`src/vapour_pkg.sv`:
```
// Shared constants and carrier types for the vapour monitor status block
package vapour_pkg;

    // ----------------------------------------------------------------
    // Timing
    // ----------------------------------------------------------------
    localparam int unsigned CLK_HZ         = 10_000_000;
    localparam int unsigned BAUD_RATE      = 9600;
    localparam int unsigned BAUD_CYCLES    = CLK_HZ / BAUD_RATE;
    localparam int unsigned SLOW_HALF_MS   = 500;
    localparam int unsigned FAST_HALF_MS   = 150;
    localparam int unsigned VFAST_HALF_MS  = 50;
    localparam int unsigned PAUSE_MS       = 2000;
    localparam int unsigned SLOW_HALF_CYC  = SLOW_HALF_MS * (CLK_HZ / 1000);
    localparam int unsigned FAST_HALF_CYC  = FAST_HALF_MS * (CLK_HZ / 1000);
    localparam int unsigned VFAST_HALF_CYC = VFAST_HALF_MS * (CLK_HZ / 1000);
    localparam int unsigned PAUSE_CYC      = PAUSE_MS * (CLK_HZ / 1000);
    localparam int unsigned DAYS_SHORT     = 3;
    localparam int unsigned DAYS_LONG      = 7;
    localparam int unsigned STRAY_ALARM    = 10;

    // ----------------------------------------------------------------
    // Link framing
    // ----------------------------------------------------------------
    localparam int unsigned DATA_BITS      = 8;
    localparam int unsigned FRAME_BUS      = 10;
    localparam int unsigned FRAME_DISP     = 11;

    // ----------------------------------------------------------------
    // Types
    // ----------------------------------------------------------------
    typedef enum logic [1:0] {LAMP_OFF, LAMP_GREEN, LAMP_ORANGE, LAMP_RED} lamp_colour_t;

    typedef struct packed {
        logic fault;
        logic pending;
        logic expired;
    } side_state_t;

    typedef struct packed {
        logic vapour_a;
        logic vapour_b;
        logic fuel_a;
        logic fuel_b;
    } flow_seen_t;

endpackage

```
`src/vapour_monitor_status_indicator.sv`:
```
// Status, countdown, lamp and serial report logic of the vapour monitor
`timescale 1ns/10ps

module vapour_monitor_status_indicator
    import vapour_pkg::*;
#(
    parameter int unsigned SLOW_CYC  = SLOW_HALF_CYC,
    parameter int unsigned FAST_CYC  = FAST_HALF_CYC,
    parameter int unsigned VFAST_CYC = VFAST_HALF_CYC,
    parameter int unsigned PAUSE_C   = PAUSE_CYC,
    parameter int unsigned BAUD_C    = BAUD_CYCLES
)
(
    // Clock and reset
    input  wire logic                         sys_clk,
    input  wire logic                         rst_n,
    // Side flow activity from transmitters and dispenser (pins)
    input  wire vapour_pkg::flow_seen_t       flow_pin,
    // Per-fill evaluation result: vapour matches fuel reference
    input  wire logic                         pass_a,
    input  wire logic                         pass_b,
    // Configuration and supervision pins
    input  wire logic                         day_tick,
    input  wire logic                         mode_per_fill,
    input  wire logic                         days_long,
    input  wire logic                         supply_low,
    input  wire logic                         supply_high,
    // Lamps
    output      vapour_pkg::lamp_colour_t     condition_lamp,
    output      logic                         power_lamp,
    // Shutdown and alarms
    output      logic                         shutdown_a,
    output      logic                         shutdown_b,
    output      logic                         stray_alarm,
    output      logic                         device_error,
    // Serial lines
    output      logic                         bus_txd,
    output      logic                         disp_txd
);
    import vapour_pkg::*;

    if (SLOW_CYC <= FAST_CYC || FAST_CYC <= VFAST_CYC || VFAST_CYC < 2 || BAUD_C < 2 || BAUD_C > 65536)
    begin : g_bad_params
        $error("blink rates must be strictly ordered and baud divider within 2 to 65536");
    end

    // ----------------------------------------------------------------
    // Input synchronisers
    // ----------------------------------------------------------------
    logic [8:0] sync1_q, sync2_q, sync3_q;
    wire  [8:0] raw_in = {flow_pin, day_tick, supply_low, supply_high, mode_per_fill, days_long};
    always_ff @(posedge sys_clk or negedge rst_n)
        if (!rst_n)
        begin
            sync1_q <= 9'h000;
            sync2_q <= 9'h000;
            sync3_q <= 9'h000;
        end
        else
        begin
            sync1_q <= raw_in;
            sync2_q <= sync1_q;
            sync3_q <= sync2_q;
        end

    wire flow_seen_t fl   = sync2_q[8:5];
    wire flow_seen_t fl_p = sync3_q[8:5];
    wire tick_rise = sync2_q[4] & ~sync3_q[4];
    wire s_low     = sync2_q[3];
    wire s_high    = sync2_q[2];
    wire per_fill  = sync2_q[1];
    wire [3:0] limit_days = sync2_q[0] ? 4'(DAYS_LONG) : 4'(DAYS_SHORT);

    // ----------------------------------------------------------------
    // Fill end detection per side
    // ----------------------------------------------------------------
    wire end_a   = fl_p.fuel_a & ~fl.fuel_a;
    wire end_b   = fl_p.fuel_b & ~fl.fuel_b;
    wire stray_a = fl_p.vapour_a & ~fl.vapour_a & ~fl_p.fuel_a;
    wire stray_b = fl_p.vapour_b & ~fl.vapour_b & ~fl_p.fuel_b;
    wire fuel_on = fl.fuel_a | fl.fuel_b;
    wire stray_on = (fl.vapour_a & ~fl.fuel_a) | (fl.vapour_b & ~fl.fuel_b);

    // ----------------------------------------------------------------
    // Per-side countdown
    // ----------------------------------------------------------------
    side_state_t st_q [2];
    logic [3:0]  days_q [2];
    wire ends [2] = '{end_a, end_b};
    wire pass [2] = '{pass_a, pass_b};

    for (genvar s = 0; s < 2; s++)
    begin : g_side
        wire fail_now = ends[s] & ~pass[s];
        always_ff @(posedge sys_clk or negedge rst_n)
            if (!rst_n)
            begin
                st_q[s]   <= '0;
                days_q[s] <= 4'h0;
            end
            else if (ends[s] && pass[s])
            begin
                st_q[s]   <= '0;
                days_q[s] <= 4'h0;
            end
            else if (per_fill)
            begin
                st_q[s]   <= fail_now ? 3'b101 : (ends[s] ? 3'b000 : st_q[s]);
                days_q[s] <= 4'h0;
            end
            else if (fail_now && !st_q[s].fault)
            begin
                st_q[s]   <= 3'b110;
                days_q[s] <= 4'h0;
            end
            else if (st_q[s].pending && tick_rise)
            begin
                days_q[s] <= days_q[s] + 4'h1;
                if (days_q[s] + 4'h1 >= limit_days)
                    st_q[s] <= 3'b101;
            end
    end

    // ----------------------------------------------------------------
    // Stray vapour alarm counter
    // ----------------------------------------------------------------
    logic [3:0] stray_cnt_q;
    always_ff @(posedge sys_clk or negedge rst_n)
        if (!rst_n)
            stray_cnt_q <= 4'h0;
        else if ((stray_a || stray_b) && stray_cnt_q != 4'(STRAY_ALARM))
            stray_cnt_q <= stray_cnt_q + 4'h1;

    // ----------------------------------------------------------------
    // Blink generator
    // ----------------------------------------------------------------
    // One divider for all condition lamp rates keeps the condition lamp phases coherent
    logic [31:0] div_q;
    logic        ph_q;
    logic [3:0]  blink_q;
    logic        pause_q;
    wire  [31:0] half = stray_on ? VFAST_CYC : (fuel_on ? FAST_CYC : SLOW_CYC);
    wire  [3:0]  burst = per_fill ? 4'h0 : limit_days;
    wire         div_done = div_q >= (pause_q ? PAUSE_C - 1 : half - 1);
    always_ff @(posedge sys_clk or negedge rst_n)
        if (!rst_n)
        begin
            div_q   <= '0;
            ph_q    <= 1'b0;
            blink_q <= 4'h0;
            pause_q <= 1'b0;
        end
        else if (!div_done)
            div_q <= div_q + 32'h1;
        else
        begin
            div_q <= '0;
            if (pause_q)
                pause_q <= 1'b0;
            else if (ph_q && burst != 4'h0 && blink_q + 4'h1 >= burst)
            begin
                ph_q    <= 1'b0;
                blink_q <= 4'h0;
                pause_q <= 1'b1;
            end
            else
            begin
                ph_q <= ~ph_q;
                if (ph_q)
                    blink_q <= blink_q + 4'h1;
            end
        end

    function automatic lamp_colour_t side_colour(side_state_t s);
        side_colour = s.expired ? LAMP_RED : (s.pending ? LAMP_ORANGE : LAMP_GREEN);
    endfunction

    wire lamp_colour_t colour_now =
        !ph_q ? LAMP_OFF :
        (blink_q == 4'h0) ? side_colour(st_q[0]) :
        (blink_q == 4'h1) ? side_colour(st_q[1]) :
        LAMP_GREEN;

    // ----------------------------------------------------------------
    // Power lamp
    // ----------------------------------------------------------------
    logic [31:0] pdiv_q;
    logic        pph_q;
    wire  [31:0] phalf = s_high ? FAST_CYC : SLOW_CYC;
    always_ff @(posedge sys_clk or negedge rst_n)
        if (!rst_n)
        begin
            pdiv_q <= '0;
            pph_q  <= 1'b0;
        end
        else if (pdiv_q >= phalf - 1)
        begin
            pdiv_q <= '0;
            pph_q  <= ~pph_q;
        end
        else
            pdiv_q <= pdiv_q + 32'h1;
    wire power_now = s_high ? pph_q :
                     s_low  ? pph_q : 1'b1;

    // ----------------------------------------------------------------
    // Serial status reporters
    // ----------------------------------------------------------------
    // A status byte leaves after each evaluation; a new one during a bus frame is dropped
    wire [7:0] status_byte = {stray_alarm, s_high, st_q[1], st_q[0]};
    wire       send = end_a | end_b;
    logic      send_q;                                       // Delay so the frame carries the updated side state
    logic [10:0] sh_bus_q, sh_disp_q;
    logic [3:0]  nb_bus_q, nb_disp_q;
    logic [15:0] bdiv_q;
    wire         bit_end = bdiv_q >= 16'(BAUD_C - 1);
    always_ff @(posedge sys_clk or negedge rst_n)
        if (!rst_n)
        begin
            sh_bus_q  <= '1;
            sh_disp_q <= '1;
            nb_bus_q  <= 4'h0;
            nb_disp_q <= 4'h0;
            bdiv_q    <= 16'h0000;
            send_q    <= 1'b0;
        end
        else
        begin
            bdiv_q <= bit_end ? 16'h0000 : bdiv_q + 16'h0001;
            send_q <= send;
            if (send_q && nb_bus_q == 4'h0)
            begin
                sh_bus_q  <= {2'b11, status_byte, 1'b0};
                nb_bus_q  <= 4'(FRAME_BUS);
                sh_disp_q <= {1'b1, ^status_byte, status_byte, 1'b0};
                nb_disp_q <= 4'(FRAME_DISP);
                bdiv_q    <= 16'h0000;
            end
            else if (bit_end)
            begin
                if (nb_bus_q != 4'h0)
                begin
                    sh_bus_q <= {1'b1, sh_bus_q[10:1]};
                    nb_bus_q <= nb_bus_q - 4'h1;
                end
                if (nb_disp_q != 4'h0)
                begin
                    sh_disp_q <= {1'b1, sh_disp_q[10:1]};
                    nb_disp_q <= nb_disp_q - 4'h1;
                end
            end
        end

    // ----------------------------------------------------------------
    // Output registers
    // ----------------------------------------------------------------
    always_ff @(posedge sys_clk or negedge rst_n)
        if (!rst_n)
        begin
            condition_lamp <= LAMP_OFF;
            power_lamp     <= 1'b0;
            shutdown_a     <= 1'b0;
            shutdown_b     <= 1'b0;
            stray_alarm    <= 1'b0;
            device_error   <= 1'b0;
            bus_txd        <= 1'b1;
            disp_txd       <= 1'b1;
        end
        else
        begin
            condition_lamp <= colour_now;
            power_lamp     <= power_now;
            shutdown_a     <= st_q[0].expired;
            shutdown_b     <= st_q[1].expired;
            stray_alarm    <= stray_cnt_q == 4'(STRAY_ALARM);
            device_error   <= s_high;
            bus_txd        <= sh_bus_q[0];
            disp_txd       <= sh_disp_q[0];
        end
endmodule

```
`config.mk`:
```
export PLATFORM = sky130hd
export DESIGN_NAME = vapour_monitor_status_indicator
export DESIGN_NICKNAME = d
export VERILOG_FILES = /design/src/vapour_pkg.sv /design/src/vapour_monitor_status_indicator.sv
export SDC_FILE = /design/constraint.sdc
export NUM_CORES = 1
export LEC_CHECK = 0
export BUFFER_PORTS_ARGS = -buffer_cell sky130_fd_sc_hd__clkbuf_2
export CORE_ASPECT_RATIO = 1.75
export CORE_MARGIN = 3
export CORE_UTILIZATION = 40
export CTS_CLUSTER_SIZE = 8
export DETAILED_ROUTE_END_ITERATION = 10
export PLACE_DENSITY = 0.56
export SETUP_SLACK_MARGIN = 0.2
export SKIP_CTS_REPAIR_TIMING = 1
export SLEW_MARGIN = 20
export SYNTH_ARGS = -nofsm -noshare
export SYNTH_HDL_FRONTEND = slang
export SYNTH_SLANG_ARGS = --single-unit
```
`constraint.sdc`:
```
create_clock -name sys_clk -period 2.6 [get_ports sys_clk]
set_input_delay 0.13 -clock sys_clk [delete_from_list [all_inputs] [get_ports sys_clk]]
set_output_delay 0.13 -clock sys_clk [all_outputs]
set_load 0.005 [all_outputs]
```
==> metrics list, run 1 <==
- Number of max-cap violations: 0
- Worst clock skew: 0.00665 ns
* Kind of end point of the critical path: flip-flop
- The first global-routing pass estimated around 27 mm of wire.
* Floorplan row count: 66
- Actual slew at the worst max-slew pin: 0.800 ns
- Of the total power, the share spent switching nets is 0.300.
* Netlist cell types: 61
- Post-synthesis cell count: 722
- Overall routing resource usage: 0.158
- The repair_antennas step left the layout with diodes totalling 0.
* Max transition margin: 0.466
- Worst-path cell with the longest stage delay: dfrtp_1
* Switching power of the nets: around 2.2 mW
- Starting density of the core: 0.412
- Layout Area Growth over Synthesis: 22.6%
- Number of H-tree levels: 4
- The die is 111 um wide.
* Vias after detailed routing: 5455
- Count of flip-flops with a built-in enable after synthesis: 0
- After synthesis, the mean cell area works out to 10.7 um^2.
* Antenna-violating nets left: 0
- Power spread over the standard cell area amounts to ~770 nW/um^2.
- Library cell with the largest summed area after synthesis: dfrtp_1
- DR DRC count: 0
- Setup repair after global routing missed its margin: true
- CP arrival: roughly 2.9 ns
- Worst Path Class, Setup: reg -> reg
- Sorting the synthesized cells by area gives the leading types as dfrtp_1 47%, ha_1 8.1%, dfstp_2 7.1%.
* Share of async-settable or async-resettable flops after synthesis: 1.00
- The number of antenna violations at the first check in global routing is 0.
- Max Transition Viols Final: 0
- Final Wtd Congestion: 0.782
- Pin placement for this block handled 22 I/O pins.
* Final critical delay including setup and external delays: 2.57 ns
* Fraction of power consumed by sequential logic: 0.452
- Internal power: roughly 5.1 mW
* Initial detailed-routing violation count: 205
- In the final layout, the share of cells above drive strength 1 is 0.206.
- Entering global routing, the biggest net connects 85 pins.
- Chain of cells forming the critical path: nor2b_4 -> nor2_2 -> o21ai_2 -> nor3_4 -> buf_4 -> ha_1 -> and3_1 -> a211o_1 -> o21a_1 -> or2_4 -> clkbuf_16 -> nor2b_1
- Clock Sinks: between 150 and 200
* Residual overflow from global routing: 0
- Clock share of power: 0.335
* Post-DP Area: 8330 um^2
- Warning count from the yosys run: 0
- Number of vias per cell: 5.16
- Routed WL: 16.0 mm
- TritonCTS clock tree: yes
* Part of the total power dissipated in combinational logic: 0.213
- Type of element launching the critical path: flip-flop
- Summing all non-filler instances in the final layout gives an area of 9460 um^2.
* First-pass detailed-route iteration total: 6
- Across the VDD grid, the largest voltage drop is 464 uV.
- Clock insertion delay at the later pin of the skew report: 0.43 ns
* CP max stage delay: 0.40 ns
- Clock transition at the registers of the reported paths: 0.07 ns
* Routed wire per std cell: 15.1 um
* Clock tree buffer depth: 2
- For the final routed database, the setup TNS stands at 0 ns.
- After layout, the design draws a total of 7.29 mW.
- The die covers 21100 um^2.
- In the global route stage, met3 resource usage came out at 0.0341.
- The global routing stage identified its most utilized layer as met2.
- Of all nets on the critical path, the largest fanout is 7.
- Core region area: 18700 um^2
- Fraction of met1 tracks used by global routing: 0.175
- Derived from the worst setup path, the maximum achievable clock frequency is 389 MHz.
- Dividing the final minimum period by the clock period gives 0.988.
- The layout has 1649 filler cells.
- The hold violation count in the final report came to 0.
- Type of the most critical hold path: in -> async
- Count of buffers inserted at the top-level ports: 21
- Clock tree synthesis selected as its root buffer the cell clkbuf_16.
- Sum of net half-perimeters after detailed placement: 11.1 mm
- In the synthesized netlist the dominant register cell turns out to be dfrtp_1.
* Number of synthesized register bits: 165
- Finish-stage setup viols: 0
* Endpoint required time on the critical path: 2.96 ns
- In this run the cell area of the synthesized design comes to 7720 um^2.
* Net count reported at finish: 870
- The via count of the first global-routing pass is 5801.
* Leakage power summed over all cells: 4.13 nW
- Of the synthesized area, sequential elements account for 0.538.
- Die Height: 190 um
- TritonCTS created 17 clock buffers.
- Top-area cell type share of the netlist area: 0.467
- For this run, global-route usage on met2 was measured as 0.284.
* Status: complete, no violations
layout by cell type (no fill, tap or decap), drive strengths merged, types with 12 or more instances in the layout:
cell	instances
and3	17
a21oi	33
inv	36
conb	19
xor2	39
ha	50
dfstp	21
nor2b	12
nor2	112
xnor2	36
o21ai	22
dfrtp	144
clkbuf	39
buf	29
nand3	32
nand2	52
dlygate4sd3	12
kinds of logic after synthesis:
| group | Yosys count | share of synthesized area |
|---|---|---|
| mux | 7 | 0.00924 |
| other cells | 1 | 0.000486 |
| fa+ha+maj | 50 | 0.0811 |
| simple gates | 282 | 0.176 |
| compound gates | 97 | 0.0848 |
| flops | 165 | 0.538 |
| xor+xnor | 75 | 0.0851 |
| buf+inv | 45 | 0.0251 |
synthesized netlist by cell type, types with 5 or more instances:
library cell,n
clkbuf_1,5
o21ai_0,20
nand3_1,32
xor2_1,39
dfrtp_1,144
nor3_1,7
xnor2_1,36
nor2b_1,12
nand4_1,11
mux2i_1,6
and3_1,17
nor4_1,10
and4_1,5
ha_1,50
dfstp_2,21
nand2_1,52
nor2_1,110
buf_2,7
inv_1,29
a21oi_1,33
a221o_1,10
layer usage:
layer	part of all wire	vias up
li1	-	2633
met1	0.40	2722
met2	0.55	61
met3	0.020	39
met4	0.031	0
met5	0	-
per-stage QoR:
stage	hold WS (ns)	util	setup WS [ns]	instances
finish	0.298	0.505	0.0311	1058
floorplan	-0.166	-	0.126	740
CTS	-0.231	0.475	-0.157	1037
global placement	0.239	0.444	-0.0220	1005
detailed placement	0.241	0.444	-0.0948	1005
global route	0.331	0.505	-0.100	1058
area by class of cell:
type	instances	area (um^2)	share of cell area
multi-input combinational	530	3790	0.401
clock inverter	15	145	0.0153
timing repair buffer	63	528	0.0558
tap	238	298	0.0315
sequential	165	4160	0.440
inverter	30	113	0.0119
clock buffer	17	425	0.0450
path summary, 6_finish.rpt:
kind | from | end | slack [ns] | cells past startpoint
max | sync2_q[8] | div_q[19] | 0.03 | 12
max in group asynchronous | rst_n | sh_bus_q[5] | 1.39 | 3
min reg2reg | sync1_q[0] | sync2_q[0] | 0.35 | 0
min in group sys_clk | sync1_q[0] | sync2_q[0] | 0.35 | 0
min | rst_n | pdiv_q[1] | 0.30 | 2
max reg2reg | sync2_q[8] | div_q[19] | 0.03 | 12
power by group through the flow:
stage	Combinational (mW)	Sequential [mW]	Clock [mW]
after floorplan	1.02	3.26	0
after detailed placement	1.41	3.34	0
final	1.55	3.29	2.44
after global routing	1.76	3.35	2.64
after CTS	1.42	3.29	2.52
after global placement	1.35	3.32	0
registers in the layout (all words and copies together), names as in the netlist, 2 cells and up:
name            count
div_q              32
pdiv_q             32
bdiv_q             16
sh_disp_q          10
sh_bus_q            9
sync1_q             9
sync2_q             9
days_q              8
st_q                6
sync3_q             6
blink_q             4
nb_bus_q            4
nb_disp_q           4
stray_cnt_q         4
condition_lamp      2
worst max-delay path: cells and delay by family (launching register included):
kind	cells	cell delay [ns]
simple gates	6	1.02
compound gates	3	0.56
flops	1	0.40
buf+inv	2	0.32
fa+ha+maj	1	0.21
Note: power is estimated with default switching activity, not from simulation.
==> run 2: changes to the inputs <==
--- a/config.mk
+++ b/config.mk
@@ -6,12 +6,13 @@
 export NUM_CORES = 1
 export LEC_CHECK = 0
 export BUFFER_PORTS_ARGS = -buffer_cell sky130_fd_sc_hd__clkbuf_2
+export CAP_MARGIN = 0
 export CORE_ASPECT_RATIO = 1.75
 export CORE_MARGIN = 3
-export CORE_UTILIZATION = 40
+export CORE_UTILIZATION = 60
 export CTS_CLUSTER_SIZE = 8
 export DETAILED_ROUTE_END_ITERATION = 10
-export PLACE_DENSITY = 0.56
+export PLACE_DENSITY = 0.76
 export SETUP_SLACK_MARGIN = 0.2
 export SKIP_CTS_REPAIR_TIMING = 1
 export SLEW_MARGIN = 20
==> constraint.sdc (replaced) <==
create_clock -name sys_clk -period 2.79 [get_ports sys_clk]
set_input_delay 0.1395 -clock sys_clk [delete_from_list [all_inputs] [get_ports sys_clk]]
set_output_delay 0.1395 -clock sys_clk [all_outputs]
set_load 0.005 [all_outputs]
==> run 2 against run 1 <==
Net effect: clock-buffer cell count is 2 higher; hold slack better by 0.0082 ns; fmax is 4.3% lower; register-to-register slack better by 0.08 ns.
==> metrics list, run 2 (synthesis gave the netlist of run 1 again) <==
- The design draws 6.67 mW.
* Max Transition Viols Final: 0
* Endpoint required time on the critical path: 3.14 ns
- Across all register-to-register paths, the minimum setup slack is 0.11 ns.
- At the later pin of the worst-skew pair, clock insertion delay measures 0.42 ns.
- The initialized floorplan defines 54 standard-cell rows.
- The critical path is of the reg -> reg type.
- Final Hold Vio Count: 0
* Register-to-Register Path Depth: 10
* Initial detailed-routing violation count: 191
* Kind of end point of the critical path: flip-flop
- Antenna diode instance count: 0
- At the pin with the least slew margin, the transition time is slightly above 0.7 ns.
- Overall routing resource usage: 0.221
- In the final layout, the share of cells above drive strength 1 is 0.186.
- The routed design could run at a clock period as short as 2.68 ns.
- For this design, the sink count on the clock tree is 165.
- Max transition margin: 0.515
- In this run the standard cell core region covers 12500 um^2.
- Initial antenna violation count: 0
- Fraction of the core area covered by cells at the end of the flow: 0.737
* Power per standard cell area: 724 nW/um^2
- TritonCTS buffer count: 17
- Setup repair after global routing missed its margin: true
- Number of max-cap violations: 0
- Timing analysis after detailed placement gives a worst setup slack of -0.0220 ns.
- The via count of the first global-routing pass is ~5700.
- The floorplan step defined a die boundary enclosing 14300 um^2.
- The detail route stage leaves a number of antenna-violating nets equal to 0.
* Status: complete, no violations
- The routed layout has 5548 vias.
- Final Wtd Congestion: 0.854
* Worst-path fanout max: 6
- Smallest setup slack after layout: 0.106 ns
- Wires add up to 15.6 mm.
- In the routed design, unresolved DRC markers number 0.
* Number of standard cells in the final layout excluding fillers: 984
- Die Height: 156 um
- Finish-stage setup viols: 0
- Starting density of the core: 0.617
- TritonCTS clock tree: yes
* Most common library cell in the layout ignoring fill and taps: dfrtp_1
- Dividing the detail-routed wire length by the instance count gives 15.9 um.
- During I/O placement, the number of pins put on the boundary was 22.
- Maximum frequency from static timing analysis: 373 MHz
- The area growth from synthesis to layout is 19.4%.
- Leakage power summed over all cells: ~4 nW
- Dividing the final minimum period by the clock period gives 0.962.
- Count of buffers inserted at the top-level ports: 21
* Die boundary width: 91.7 um
- The largest registers in the layout are div_q (32), pdiv_q (32), bdiv_q (16).
- After filler insertion, the fill cell instance count of the layout stands at 832.
- In this run, placement finished with an instance count of 928.
* First-pass detailed-route iteration total: 5
- Number of H-tree levels: 4
- Global-route wire length before repair: approximately 25 mm
- Commonest cells after routing, fill and taps aside: 142 x dfrtp_1, 84 x nor2_1, 51 x nand2_1
- Number of vias per cell: 5.64
- Sum of net half-perimeters after detailed placement: 10.3 mm
- Highest ir drop seen on vdd: 526 uV
- Pin count of the biggest net entering global routing: roughly 80
* Residual overflow from global routing: 0
* Type of element launching the critical path: flip-flop
* Net count reported at finish: 866
- Clk Tree Root Cell: clkbuf_16
* Clock transition at the registers of the reported paths: 0.07 ns
* Worst clock skew: around 0.013 ns
* Type of the most critical hold path: in -> async
* CP arrival: between 3 and 4 ns
- In this run the deepest clock path goes through 2 buffers.
==> run 2: cell count changes in the layout (fill, tap and decap cells not counted), moves of 2 or more <==
cell      change
a21oi_1       +4
a21oi_2       -3
buf_4         -2
buf_6         -2
clkbuf_1      +2
clkinv_2      -2
ha_1          +4
ha_4          -4
inv_6         -2
inv_8         +2
nor2_4        +2
nor3_2        +2
nor3_4        -2
==> run 2: worst paths after layout <==
path / start / end
worst min register to register: sync1_q[1] / sync2_q[1]
worst max-delay path: sync2_q[5] / div_q[8]
min in group sys_clk: sync1_q[1] / sync2_q[1]
max in group asynchronous: rst_n / sh_disp_q[5]
worst max register to register: sync2_q[5] / div_q[8]
worst min-delay path: rst_n / pdiv_q[8]
==> run 2: worst max-delay path, stage by stage (launching register included) <==
cell	delay, ns
dfrtp_2	0.45
nor4_4	0.34
nor2_2	0.08
ha_1	0.34
a211oi_2	0.24
o21ai_1	0.10
a211o_1	0.29
o21a_1	0.20
or2_4	0.31
clkbuf_16	0.20
nor2_4	0.08
==> run 2: layer usage <==
layer	vias up	global-route usage	part of all wire
met2	123	0.396	0.56
met5	-	0	0
met4	0	0.106	0.034
met3	48	0.0483	0.022
li1	2625	-	-
met1	2752	0.247	0.38
==> run 2: layout make-up <==
type / instances / area (um^2) / area share
clock buffer: 19 / 433 / 0.0470
clock inverter: 13 / 140 / 0.0152
inverter: 30 / 113 / 0.0122
multi-input combinational: 530 / 3670 / 0.399
sequential: 165 / 4160 / 0.451
tap: 168 / 210 / 0.0228
timing repair buffer: 59 / 490 / 0.0532
==> run 2: report_power, final <==
part	internal [mW]	switching, mW
clock network	1.26	0.987
logic	0.633	0.721
registers	2.81	0.263
total	4.70	1.97
==> run 2: stage by stage <==
stage	hold slack (ns)	setup TNS, ns	area (um^2)
floorplan	-0.156	0	7800
global placement	0.209	0	8170
detailed placement	0.215	-0.142	8170
CTS	-0.227	-0.240	8740
global route	0.359	0	9220
finish	0.306	0	9220
==> run 3: changes to the inputs <==
--- a/config.mk
+++ b/config.mk
@@ -9,10 +9,10 @@
 export CAP_MARGIN = 0
 export CORE_ASPECT_RATIO = 1.75
 export CORE_MARGIN = 3
-export CORE_UTILIZATION = 60
+export CORE_UTILIZATION = 40
 export CTS_CLUSTER_SIZE = 8
 export DETAILED_ROUTE_END_ITERATION = 10
-export PLACE_DENSITY = 0.76
+export PLACE_DENSITY = 0.54
 export SETUP_SLACK_MARGIN = 0.2
 export SKIP_CTS_REPAIR_TIMING = 1
 export SLEW_MARGIN = 20
==> run 3 against run 2 <==
Net effect: clock-buffer cell count up 2; worst setup slack improved by 0.030 ns; critical path depth grew 2; sequential share of layout area hardly changed; clock skew down 0.0070 ns; power grew 1.2%; critical endpoint is now div_q[2]; largest power group unchanged.
==> metrics list, run 3 (synthesis gave the netlist of run 1 again) <==
* Fraction of power consumed by sequential logic: 0.455
* Kind of end point of the critical path: flip-flop
- The die covers 21100 um^2.
- Leaving out fill and tap cells, the most frequent cells in the layout are 143 x dfrtp_1, 97 x nor2_1, 52 x nand2_1.
- Power per standard cell area: 734 nW/um^2
- Clock Sinks: 165
- Initial detailed-routing violation count: between 200 and 300
* Endpoint required time on the critical path: ~3.2 ns
- Worst-path fanout max: 18
- Fraction of layout cells with a size suffix above 1: 0.172
- Floorplan row count: 66
- Smallest setup slack after layout: 0.137 ns
* Worst clock skew: 0.00590 ns
- Final Hold Vio Count: 0
- The final layout contains routed wiring with a total length of 15.8 mm.
- Type of the most critical hold path: in -> async
* Final clock period utilization by the worst path: 0.951
- In the global route stage, overall resource usage came out at 0.159.
* Maximum frequency from static timing analysis: 377 MHz
- Measured along the y axis, the die boundary spans 190 um.
- Max transition margin: 0.490
* Finish-stage setup viols: 0
- The clock passes through at most 2 buffers.
- The critical path is of the reg -> reg type.
- In the routed layout, each cell is associated on average with a via count of 5.13.
* First-pass detailed-route iteration total: 4
- The core region is ~19000 um^2.
- The analysis attributes to cell leakage a power of 4.06 nW.
* Via count of the first global-routing pass: 5664
- Worst-path cell with the longest stage delay: dfrtp_1
- The die is between 100 and 150 um wide.
- In this design, the largest share of critical-path delay is due to simple AND/OR/NAND/NOR gates.
- For the pin with the worst max-slew slack, the measured transition is 0.765 ns.
- The analysis attributes to net switching a power of between 1.5 and 2 mW.
- After detailed routing, the average wire length per cell comes to between 15 and 20 um.
- Antenna-violating nets left: 0
- Count of buffers inserted at the top-level ports: 21
- Summed over all nets, the half-perimeter wirelength after detailed placement is 11.3 mm.
- Clock share of power: 0.343
- Initial antenna violation count: 0
- Number of max-cap violations: 0
- CTS placed an instance of clkbuf_16 at the clock tree root.
- Switching part of the total power: 0.286
* Global-route wire length before repair: 26.9 mm
* Net count reported at finish: roughly 860
- Antenna diode instance count: 0
- Leaving out fill and tap cells, the most frequent cell in the layout is dfrtp_1.
- After clock tree synthesis, the clock-pin slew on the worst setup and hold paths is approximately 0.060 ns.
* Internal power: a little under 5 mW
* CP max stage delay: 0.41 ns
- Setup repair after global routing missed its margin: true
- The largest registers in the layout are div_q (32), pdiv_q (32), bdiv_q (16).
* Clock insertion delay at the later pin of the skew report: 0.43 ns
- Buffers & Inverters on Critical Path: 2
* Boundary pin count: 22
- Part of the total power dissipated in combinational logic: 0.203
- For the finished layout, the period the worst path requires is 2.65 ns.
- Compared with the post-synthesis result, the final layout area differs by 19.3%.
- Walking the worst path, the cells encountered are nor2b_4 -> nor2_2 -> o21ai_2 -> nor3_4 -> buf_4 -> ha_1 -> and3_4 -> a211o_1 -> o21a_1 -> or2_4 -> buf_12 -> nor2_1.
* Starting density of the core: 0.412
* Fraction of the core area covered by cells at the end of the flow: 0.491
* Pin count of the biggest net entering global routing: around 80
- Vias after detailed routing: 5398
* Number of H-tree levels: 4
* TritonCTS clock tree: yes
- After global routing the overflow that remains totals 0.
* DR DRC count: 0
- Final Wtd Congestion: just over 0.8
- CP arrival: 3.01 ns
- The flow ran to the end, and the final reports show no timing, DRC or antenna violations.
- The worst setup path is launched from a flip-flop.
* TritonCTS buffer count: 17
- Timing analysis after detailed placement gives a worst setup slack of -0.0980 ns.
* Max Transition Viols Final: 0
* Highest ir drop seen on vdd: 568 uV
## run 3: layout make-up
type | instances | area (um^2)
inverters | 30 | 113
clock buffers | 21 | 460
fillers | 1716 | 9540
multi-input cells | 530 | 3610
flip-flops and latches | 165 | 4160
repair buffers | 57 | 448
clock inverters | 11 | 126
well taps | 238 | 298
## run 3: power groups by stage
| stage | combinational, mW | sequential [mW] | clock [mW] |
|---|---|---|---|
| global route | 1.57 | 3.12 | 2.48 |
| CTS | 1.31 | 3.08 | 2.38 |
| global placement | 1.25 | 3.09 | 0 |
| floorplan | 0.938 | 3.04 | 0 |
| finish | 1.37 | 3.07 | 2.31 |
| detailed placement | 1.30 | 3.12 | 0 |
## run 3: per-stage QoR
stage / hold WS [ns] / total power [mW] / TNS, ns / instances / area [um^2]
after CTS: -0.217 / 6.77 / -2.30 / 1034 / 8870
final: 0.308 / 6.76 / 0 / 1052 / 9210
after global placement: 0.229 / 4.34 / 0 / 1002 / 8290
after detailed placement: 0.238 / 4.42 / -1.13 / 1002 / 8290
after floorplan: -0.156 / 3.98 / 0 / 740 / 7800
after global routing: 0.343 / 7.18 / -0.394 / 1052 / 9210
## run 3: per-layer routing
metal  wire length [um]  global-route usage  vias to the layer above
met5                  0                   0                        -
met1               6280               0.169                     2669
li1                   -                   -                     2615
met3                339              0.0331                       39
met2               8660               0.294                       75
met4                524              0.0816                        0
## run 3: worst paths after layout
check | to | startpoint | slack [ns] | cells after the start
worst max-delay path | div_q[2] | sync2_q[8] | 0.14 | 12
min in group sys_clk | sync2_q[2] | sync1_q[2] | 0.35 | 0
worst max register to register | div_q[2] | sync2_q[8] | 0.14 | 12
worst min register to register | sync2_q[2] | sync1_q[2] | 0.35 | 0
worst min-delay path | power_lamp | rst_n | 0.31 | 2
max in group asynchronous | sync2_q[6] | rst_n | 1.69 | 3
